[src/inc/ltx_regs.svh]
// Register offsets, field positions, reset values and timing counts of the transmit encoder
`ifndef LTX_REGS_SVH
`define LTX_REGS_SVH

// ****************************************
// Register offsets
// ****************************************
`define LTX_CH_STRIDE 8
`define LTX_TCFG0_OFS 8'h02
`define LTX_TCFG1_OFS 8'h03
`define LTX_TSTAT_OFS 8'h07
`define LTX_GCFG0_OFS 8'h40

// ****************************************
// Field positions
// ****************************************
`define LTX_CODER_BIT 0
`define LTX_RAIL_BIT 1
`define LTX_INV_BIT 2
`define LTX_EDGE_BIT 3
`define LTX_LOSS_MASK_BIT 4
`define LTX_STD_BIT 0
`define LTX_LOSS_LIVE_BIT 0
`define LTX_LOSS_STICKY_BIT 1

// ****************************************
// Reset values and write masks
// ****************************************
`define LTX_TCFG0_RST 8'h00
`define LTX_TCFG0_WMASK 8'h1F
`define LTX_TCFG1_RST 8'h00
`define LTX_TCFG1_WMASK 8'h0F
`define LTX_GCFG0_RST 8'h00
`define LTX_GCFG0_WMASK 8'h01

// ****************************************
// Timing counts
// ****************************************
`define LTX_CLK_LOSS_CYC 70
`define LTX_PIPE_DEPTH 8

`endif

[src/inc/ltx_pkg.sv]
// Types shared by the transmit encoder
package ltx_pkg;

    // Line code applied to one channel
    typedef enum logic [1:0] {
        LTX_CODE_AMI,
        LTX_CODE_B8ZS,
        LTX_CODE_HDB3,
        LTX_CODE_BYPASS
    } ltx_code_t;

endpackage : ltx_pkg

[src/core/ltx_encoder.sv]
// Transmit system interface and line encoder for all channels
//
// Behaviour
// - Global standard bit: 0 runs all channels E1, 1 runs T1/J1.
// - Transmit clock absent over 70 clock cycles flags an alarm unless masked.
// - Data sampled on the transmit clock edge picked by edge select bit.
// - Data invert bit picks active high or active low data.
// - Rail mode 0: single rail, data from the data pin only.
// - Rail mode 1: dual rail, data from positive and negative rail pins.
// - T1/J1 single rail: coder select picks B8ZS or AMI.
// - E1 single rail: coder select picks HDB3 or AMI.
// - Dual rail bypasses the coder, symbols come straight from rails.
// - Positive rail 1, negative rail 0 gives a negative pulse.
// - Positive rail 0, negative rail 1 gives a positive pulse.
// - Equal rail levels give a space.
// - Pulse shape comes from a preset or a user waveform template.
// - T1 offers five preset templates chosen by the template field.
// - Template field 11xx selects the user waveform for that channel.
//
// The plain strobed port was chosen for this implementation.
`timescale 1ns/100ps
`include "ltx_regs.svh"

module ltx_encoder
    import ltx_pkg::*;
#(
    parameter int NUM_CH = 8,
    parameter int ADDR_W = 8
)
(
    // Clock and reset
    input logic clock,
    input logic rst,
    // Register port
    input logic [ADDR_W-1:0] reg_addr,
    input logic [7:0] reg_wdata,
    input logic reg_wr,
    input logic reg_rd,
    output logic [7:0] reg_rdata,
    // System transmit pins
    input logic [NUM_CH-1:0] tx_clock_in,
    input logic [NUM_CH-1:0] tx_data_or_pos_rail,
    input logic [NUM_CH-1:0] tx_neg_rail,
    // Line symbols
    output logic [NUM_CH-1:0] line_out_tip,
    output logic [NUM_CH-1:0] line_out_ring,
    // Pulse shaper selection
    output logic [4*NUM_CH-1:0] tx_template,
    output logic [NUM_CH-1:0] tx_arb_wave,
    // Clock loss alarm
    output logic [NUM_CH-1:0] tx_clk_loss_alarm
);

    // ****************************************
    // Global configuration
    // ****************************************
    logic [7:0] gcfg0_r;
    logic [7:0] gcfg0_nxt;
    logic line_standard_select;
    logic [8*NUM_CH-1:0] cfg0_all;
    logic [8*NUM_CH-1:0] cfg1_all;
    logic [2*NUM_CH-1:0] stat_all;
    logic [7:0] rdata_r;
    logic [7:0] rdata_nxt;

    // Global register write
    always_comb
    begin
        gcfg0_nxt = gcfg0_r;
        if (reg_wr && reg_addr == ADDR_W'(`LTX_GCFG0_OFS))
        begin
            gcfg0_nxt = reg_wdata & `LTX_GCFG0_WMASK;
        end
    end

    // Global register store
    always_ff @(posedge clock)
    begin
        if (rst)
        begin
            gcfg0_r <= `LTX_GCFG0_RST;
        end
        else
        begin
            gcfg0_r <= gcfg0_nxt;
        end
    end

    assign line_standard_select = gcfg0_r[`LTX_STD_BIT];

    // ****************************************
    // Register read
    // ****************************************
    // Read data mux, unmapped reads give zero
    always_comb
    begin
        rdata_nxt = 8'h00;
        if (reg_rd)
        begin
            if (reg_addr == ADDR_W'(`LTX_GCFG0_OFS))
            begin
                rdata_nxt = gcfg0_r;
            end
            for (int i = 0; i < NUM_CH; i++)
            begin
                if (reg_addr == ADDR_W'(i * `LTX_CH_STRIDE + `LTX_TCFG0_OFS))
                begin
                    rdata_nxt = cfg0_all[8*i +: 8];
                end
                if (reg_addr == ADDR_W'(i * `LTX_CH_STRIDE + `LTX_TCFG1_OFS))
                begin
                    rdata_nxt = cfg1_all[8*i +: 8];
                end
                if (reg_addr == ADDR_W'(i * `LTX_CH_STRIDE + `LTX_TSTAT_OFS))
                begin
                    rdata_nxt = {6'h00, stat_all[2*i +: 2]};
                end
            end
        end
    end

    // Read data register
    always_ff @(posedge clock)
    begin
        if (rst)
        begin
            rdata_r <= 8'h00;
        end
        else
        begin
            rdata_r <= rdata_nxt;
        end
    end

    assign reg_rdata = rdata_r;

    // ****************************************
    // Per channel path
    // ****************************************
    for (genvar c = 0; c < NUM_CH; c++)
    begin : g_ch
        localparam logic [ADDR_W-1:0] BASE = ADDR_W'(c * `LTX_CH_STRIDE);
        logic [2:0] clk_sy_r, clk_sy_nxt;
        logic [1:0] dp_sy_r, dp_sy_nxt;
        logic [1:0] dn_sy_r, dn_sy_nxt;
        logic [7:0] cfg0_r, cfg0_nxt;
        logic [7:0] cfg1_r, cfg1_nxt;
        logic [6:0] loss_cnt_r, loss_cnt_nxt;
        logic loss_r, loss_nxt;
        logic sticky_r, sticky_nxt;
        logic alarm_r, alarm_nxt;
        logic [`LTX_PIPE_DEPTH-1:0] d_r, d_nxt;
        logic [`LTX_PIPE_DEPTH-1:0] f_r, f_nxt;
        logic [`LTX_PIPE_DEPTH-1:0] sp_r, sp_nxt;
        logic [`LTX_PIPE_DEPTH-1:0] sn_r, sn_nxt;
        logic last_pos_r, last_pos_nxt;
        logic odd_r, odd_nxt;
        logic tip_r, tip_nxt;
        logic ring_r, ring_nxt;
        logic arb_r, arb_nxt;
        logic tick;
        logic bit_in;
        logic neg_in;
        ltx_code_t code;

        // Active edge of the synchronised clock, rising or falling by the edge bit
        assign tick = (clk_sy_r[1] ^ clk_sy_r[2]) & (clk_sy_r[1] ^ cfg0_r[`LTX_EDGE_BIT]);

        // Data level decode of both rail pins by the invert bit
        assign bit_in = dp_sy_r[1] ^ cfg0_r[`LTX_INV_BIT];
        assign neg_in = dn_sy_r[1] ^ cfg0_r[`LTX_INV_BIT];

        // Coder choice from rail mode, coder bit and line standard
        always_comb
        begin
            if (cfg0_r[`LTX_RAIL_BIT])
            begin
                code = LTX_CODE_BYPASS;
            end
            else if (!cfg0_r[`LTX_CODER_BIT])
            begin
                code = LTX_CODE_AMI;
            end
            else if (line_standard_select)
            begin
                code = LTX_CODE_B8ZS;
            end
            else
            begin
                code = LTX_CODE_HDB3;
            end
        end

        // Synchronisers, configuration and clock loss watch
        always_comb
        begin
            clk_sy_nxt = {clk_sy_r[1:0], tx_clock_in[c]};
            dp_sy_nxt = {dp_sy_r[0], tx_data_or_pos_rail[c]};
            dn_sy_nxt = {dn_sy_r[0], tx_neg_rail[c]};
            cfg0_nxt = cfg0_r;
            cfg1_nxt = cfg1_r;
            if (reg_wr && reg_addr == BASE + ADDR_W'(`LTX_TCFG0_OFS))
            begin
                cfg0_nxt = reg_wdata & `LTX_TCFG0_WMASK;
            end
            if (reg_wr && reg_addr == BASE + ADDR_W'(`LTX_TCFG1_OFS))
            begin
                cfg1_nxt = reg_wdata & `LTX_TCFG1_WMASK;
            end
            arb_nxt = &cfg1_nxt[3:2];
            // Count cycles since the last clock transition
            loss_cnt_nxt = loss_cnt_r;
            loss_nxt = loss_r;
            if (clk_sy_r[1] ^ clk_sy_r[2])
            begin
                loss_cnt_nxt = 7'h00;
                loss_nxt = 1'b0;
            end
            else if (loss_cnt_r == 7'(`LTX_CLK_LOSS_CYC))
            begin
                loss_nxt = 1'b1;
            end
            else
            begin
                loss_cnt_nxt = loss_cnt_r + 7'h01;
            end
            // Sticky flag, write one clears, a new loss wins
            sticky_nxt = sticky_r;
            if (reg_wr && reg_addr == BASE + ADDR_W'(`LTX_TSTAT_OFS)
                && reg_wdata[`LTX_LOSS_STICKY_BIT])
            begin
                sticky_nxt = 1'b0;
            end
            if (loss_nxt)
            begin
                sticky_nxt = 1'b1;
            end
            alarm_nxt = sticky_nxt & ~cfg0_nxt[`LTX_LOSS_MASK_BIT];
        end

        // Line coder, one step per active clock edge
        always_comb
        begin
            d_nxt = d_r;
            f_nxt = f_r;
            sp_nxt = sp_r;
            sn_nxt = sn_r;
            last_pos_nxt = last_pos_r;
            odd_nxt = odd_r;
            tip_nxt = tip_r;
            ring_nxt = ring_r;
            if (tick && code == LTX_CODE_BYPASS)
            begin
                tip_nxt = ~bit_in & neg_in;
                ring_nxt = bit_in & ~neg_in;
            end
            else if (tick)
            begin
                // Eight zero run becomes 000VB0VB
                if (code == LTX_CODE_B8ZS && d_nxt == 8'h00 && f_nxt == 8'h00)
                begin
                    f_nxt = 8'hFF;
                    sp_nxt = {3'b000, last_pos_r, ~last_pos_r, 1'b0, ~last_pos_r, last_pos_r};
                    sn_nxt = {3'b000, ~last_pos_r, last_pos_r, 1'b0, last_pos_r, ~last_pos_r};
                end
                // Four zero run becomes 000V or B00V
                if (code == LTX_CODE_HDB3 && d_nxt[7:4] == 4'h0 && f_nxt[7:4] == 4'h0)
                begin
                    f_nxt[7:4] = 4'hF;
                    if (odd_r)
                    begin
                        sp_nxt[7:4] = {3'b000, last_pos_r};
                        sn_nxt[7:4] = {3'b000, ~last_pos_r};
                    end
                    else
                    begin
                        sp_nxt[7:4] = {~last_pos_r, 2'b00, ~last_pos_r};
                        sn_nxt[7:4] = {last_pos_r, 2'b00, last_pos_r};
                    end
                end
                // Oldest slot goes to the line
                if (f_nxt[7])
                begin
                    tip_nxt = sp_nxt[7];
                    ring_nxt = sn_nxt[7];
                end
                else
                begin
                    tip_nxt = d_nxt[7] & ~last_pos_r;
                    ring_nxt = d_nxt[7] & last_pos_r;
                end
                // Polarity memory and pulse parity since last violation
                if (tip_nxt | ring_nxt)
                begin
                    last_pos_nxt = tip_nxt;
                    odd_nxt = (tip_nxt == last_pos_r) ? 1'b0 : ~odd_r;
                end
                d_nxt = {d_nxt[6:0], bit_in};
                f_nxt = {f_nxt[6:0], 1'b0};
                sp_nxt = {sp_nxt[6:0], 1'b0};
                sn_nxt = {sn_nxt[6:0], 1'b0};
            end
        end

        // Channel state store
        always_ff @(posedge clock)
        begin
            if (rst)
            begin
                clk_sy_r <= 3'h0;
                dp_sy_r <= 2'h0;
                dn_sy_r <= 2'h0;
                cfg0_r <= `LTX_TCFG0_RST;
                cfg1_r <= `LTX_TCFG1_RST;
                loss_cnt_r <= 7'h00;
                loss_r <= 1'b0;
                sticky_r <= 1'b0;
                alarm_r <= 1'b0;
                d_r <= 8'h00;
                f_r <= 8'h00;
                sp_r <= 8'h00;
                sn_r <= 8'h00;
                last_pos_r <= 1'b0;
                odd_r <= 1'b0;
                tip_r <= 1'b0;
                ring_r <= 1'b0;
                arb_r <= 1'b0;
            end
            else
            begin
                clk_sy_r <= clk_sy_nxt;
                dp_sy_r <= dp_sy_nxt;
                dn_sy_r <= dn_sy_nxt;
                cfg0_r <= cfg0_nxt;
                cfg1_r <= cfg1_nxt;
                loss_cnt_r <= loss_cnt_nxt;
                loss_r <= loss_nxt;
                sticky_r <= sticky_nxt;
                alarm_r <= alarm_nxt;
                d_r <= d_nxt;
                f_r <= f_nxt;
                sp_r <= sp_nxt;
                sn_r <= sn_nxt;
                last_pos_r <= last_pos_nxt;
                odd_r <= odd_nxt;
                tip_r <= tip_nxt;
                ring_r <= ring_nxt;
                arb_r <= arb_nxt;
            end
        end

        // Register view and outputs of the channel
        assign cfg0_all[8*c +: 8] = cfg0_r;
        assign cfg1_all[8*c +: 8] = cfg1_r;
        assign stat_all[2*c +: 2] = {sticky_r, loss_r};
        assign line_out_tip[c] = tip_r;
        assign line_out_ring[c] = ring_r;
        assign tx_template[4*c +: 4] = cfg1_r[3:0];
        assign tx_arb_wave[c] = arb_r;
        assign tx_clk_loss_alarm[c] = alarm_r;
    end

endmodule : ltx_encoder

[config.mk]
export PLATFORM = sky130hd
export DESIGN_NAME = ltx_encoder
export DESIGN_NICKNAME = d
export VERILOG_FILES = /design/src/inc/ltx_pkg.sv /design/src/core/ltx_encoder.sv
export VERILOG_INCLUDE_DIRS = /design/src /design/src/inc
export SDC_FILE = /design/constraint.sdc
export NUM_CORES = 1
export LEC_CHECK = 0
export ABC_AREA = 1
export BUFFER_PORTS_ARGS = -buffer_cell sky130_fd_sc_hd__buf_2
export CAP_MARGIN = 20
export CORE_MARGIN = 1
export CORE_UTILIZATION = 40
export CTS_BUF_LIST = sky130_fd_sc_hd__clkbuf_2
export CTS_CLUSTER_DIAMETER = 100
export CTS_CLUSTER_SIZE = 10
export DETAILED_ROUTE_END_ITERATION = 10
export GPL_TIMING_DRIVEN = 0
export PLACE_DENSITY = 0.63
export SYNTH_ARGS = -nofsm -noshare
export SYNTH_HDL_FRONTEND = slang
export SYNTH_SLANG_ARGS = --single-unit
[constraint.sdc]
create_clock -name clock -period 1.95 [get_ports clock]
set_input_delay 0.0975 -clock clock [delete_from_list [all_inputs] [get_ports clock]]
set_output_delay 0.0975 -clock clock [all_outputs]
set_load 0.02 [all_outputs]
==> flow_summary.yaml <==
status:
  status: "finished with violations"
  violations: "negative setup slack"
place:
  post-place-ws_ps: -811
  routabilityCongestion: 0.948
  placed_cells: 3562
  hpwl_um: 46900
  numPortBuffers: 107
timing:
  final-setup-viol-count: 46
  finalSetupTns_ps: -2970
  drv_slew: 0
  post-route-period-util_pct: 112
  worstMarginPinSlew_ps: 1220
  rsz0062_at_grt: "true"
  hold_viol: 0
  max_freq_ghz: 0.456
  slew_headroom_pct: 18.4
  skew_ps: 108
  period_needed_ps: 2190
  fin_ws_ps: -242
die:
  design.core.area_um2: 51200
  start_util_pct: 40.5
  row_count: 83
  chipHeight_um: 230
  ios: 116
  dieArea_um2: 52700
  die_w_um: 230
logic_synthesis:
  synthArstFlopShare_pct: 0
  postSynthAreaPerCell_um2: 7.48
  syn_inst: 2771
  syn-cell-area_um2: 20700
  yosysWarnings: 0
  synth-seq-area-share_pct: 46.9
  ys.flop_type: "dfxtp_1"
  synth_edf_count: 0
  synth-seq-cells: 486
  ys_types: 55
global_routing:
  grt_usage_pct: 24.9
  grt_max_degree: 14
  antenna_found_initial: 2
  grt_pass1_wl_um: 104000
  grt_pass1_vias: 19216
  gr-total-overflow: 0
cells_and_area:
  final_nets: 3188
  syn_to_final_growth_pct: 23.3
  multi_input_area_um2: 10200
  seqCellArea_um2: 9830
  fillers: 4930
  drive_gt1_share_pct: 20.9
  instances_no_fill: 3795
clock_network:
  cts_tree: "yes"
  cts_buffers: 54
  clock_path_buffers: 3
  insertion_delay_ps: 1140
  clkTransAtPathRegs_ps: 200
  cts_sinks: 486
  clock-root-buffer: "clkbuf_2"
  h-tree-depth: 2
worst_setup_path:
  worst_setup_path_end_kind: "flip-flop"
  cp.arrival_ps: 3130
  start_kind: "flip-flop"
  critPathMaxFanout: 4
  critPathRequiredTime_ps: 2890
  critPathKind: "flip-flop to flip-flop"
routing:
  routed_wl_um: 67600
  vias: 19987
  drtAntennaViolNets: 0
  wire_per_inst_um: 17.8
  drt_iter0_drc: 1280
  firstDrtPassIters: 5
  viasPerCell: 5.27
  drcViolationCount: 0
flow_run:
  maxCapViolations: 0
power:
  powerDensity_nw_per_um2: 641
  ir_drop_uv: 509
  leakage_nw: 10.5
hold_path:
  min_path_type: "primary input to flip-flop"
placed cells by master (no fill, tap or decap), types with 30 or more instances in the layout:
master and instances:
dfxtp_2 52, nor3_1 33, o21ai_0 182, nand2_1 402, nand2_2 53, inv_1 344, dfxtp_1 424, a21oi_1 231
inv_2 30, buf_4 113, nand4_1 45, dlygate4sd3_1 88, nand3_1 76, xnor2_1 33, ha_1 32, nor2_1 326
clkbuf_1 67, buf_2 102, clkbuf_2 65
flip-flops by register name, summed over array words and instances (netlist names):
register,count
g_ch.sp_r,56
g_ch.d_r,64
g_ch.f_r,56
gcfg0_r,1
g_ch.dp_sy_r,16
g_ch.ring_r,8
reg_rdata,5
g_ch.dn_sy_r,16
g_ch.cfg0_r,40
g_ch.last_pos_r,8
g_ch.loss_r,8
g_ch.arb_r,8
g_ch.cfg1_r,32
g_ch.clk_sy_r,24
g_ch.odd_r,8
g_ch.sticky_r,8
g_ch.sn_r,56
g_ch.alarm_r,8
g_ch.tip_r,8
g_ch.loss_cnt_r,56
cell families after synthesis:
group                    after synthesis  share of synthesized area [%]
AO/OA/AOI/OAI                        608                           16.6
other                                  1                         0.0181
flip-flops                           486                           46.9
adder cells (fa/ha/maj)               32                           1.93
multiplexers                           6                          0.290
XOR/XNOR                              58                           2.45
buffers and inverters                509                           9.88
AND/OR/NAND/NOR                     1071                           21.8
cell type report:
cell class | count | area share (%)
multi-input combinational | 1778 | 40.0
clock inverter | 2 | 0.132
sequential | 486 | 38.5
buffer | 125 | 2.63
tap | 680 | 3.33
clock buffer | 55 | 1.08
antenna | 2 | 0.0196
inverter | 382 | 5.76
timing repair buffer | 285 | 8.61
metal layers:
metal / GRT usage (%) / share of wire, % / vias up
li1: - / - / 9754
met1: 31.2 / 42 / 9461
met2: 42.1 / 48 / 615
met3: 4.05 / 6.1 / 157
met4: 10.3 / 4.1 / 0
met5: 0 / 0 / -
critical path, cell delays in order, from the launching register on:
cell and delay, ps:
dfxtp_4 450, inv_1 130, o21ai_4 190, nand3_2 110
nor3_4 170, buf_4 140, nand4_1 260, inv_2 180
o41ai_4 90, nand2_1 100, nand2_1 70, a21oi_2 140
a211oi_2 40
through the flow:
stage / instance area (µm²) / hold WS (ps) / total power [W] / utilization, %
finish: 25600 / 137 / 0.0164 / 49.9
global route: 25600 / 33.1 / 0.0171 / 49.9
CTS: 24400 / 57.3 / 0.0163 / 47.7
detailed placement: 22100 / 307 / 0.0120 / 43.3
global placement: 22100 / 303 / 0.0119 / 43.2
floorplan: 20700 / 204 / 0.0114 / -
final timing paths:
check                                               startpoint                             to  slack, ps  cells past startpoint
worst max-delay path            g_ch[7].cfg0_r[0]$_SDFFE_PP0P_     g_ch[7].odd_r$_SDFFE_PP0P_       -240                     12
worst min-delay path                               reg_addr[0]        gcfg0_r[0]$_SDFFE_PP0P_        140                      7
worst max register to register  g_ch[7].cfg0_r[0]$_SDFFE_PP0P_     g_ch[7].odd_r$_SDFFE_PP0P_       -240                     12
worst min register to register   g_ch[3].dp_sy_r[0]$_SDFF_PP0_  g_ch[3].dp_sy_r[1]$_SDFF_PP0_        400                      2
cells in the mapped netlist (all sizes together) (5+ instances only):
library cell | instances | area share, %
xnor2 | 33 | 1.4
nor3 | 49 | 1.2
ha | 32 | 1.9
a211oi | 17 | 0.64
nor2 | 346 | 6.3
o221ai | 32 | 1.4
dfxtp | 486 | 47
mux2i | 6 | 0.29
inv | 382 | 6.9
nand4 | 45 | 1.4
nand3 | 99 | 2.4
a221oi | 11 | 0.46
o221a | 5 | 0.27
a21oi | 258 | 6.2
nor4 | 50 | 1.5
clkbuf | 85 | 1.5
nand2 | 465 | 8.4
o31ai | 7 | 0.25
a31oi | 14 | 0.42
o21ai | 231 | 5.6
o211ai | 10 | 0.36
nand3b | 10 | 0.36
buf | 42 | 1.4
xor2 | 25 | 1.1
power by group:
group	leakage, nW	internal, W	switching, W	total (W)
clock network	0.247	0.000873	0.00331	0.00418
logic	6.30	0.000641	0.00115	0.00179
registers	3.98	0.0102	0.000210	0.0104
total	10.5	0.0117	0.00467	0.0164
repair_timing:
item | 4_1_cts | 5_1_grt
pin swaps | 46 | 64
hold buffers | 89 | 0
buffers inserted | 56 | 34
endpoints found under the setup margin | 279 | 221
endpoints found under the hold margin | 177 | 0
cloned | 0 | 0
gates resized for setup | 212 | 298
No activity file was read; power rests on OpenSTA's default activity.
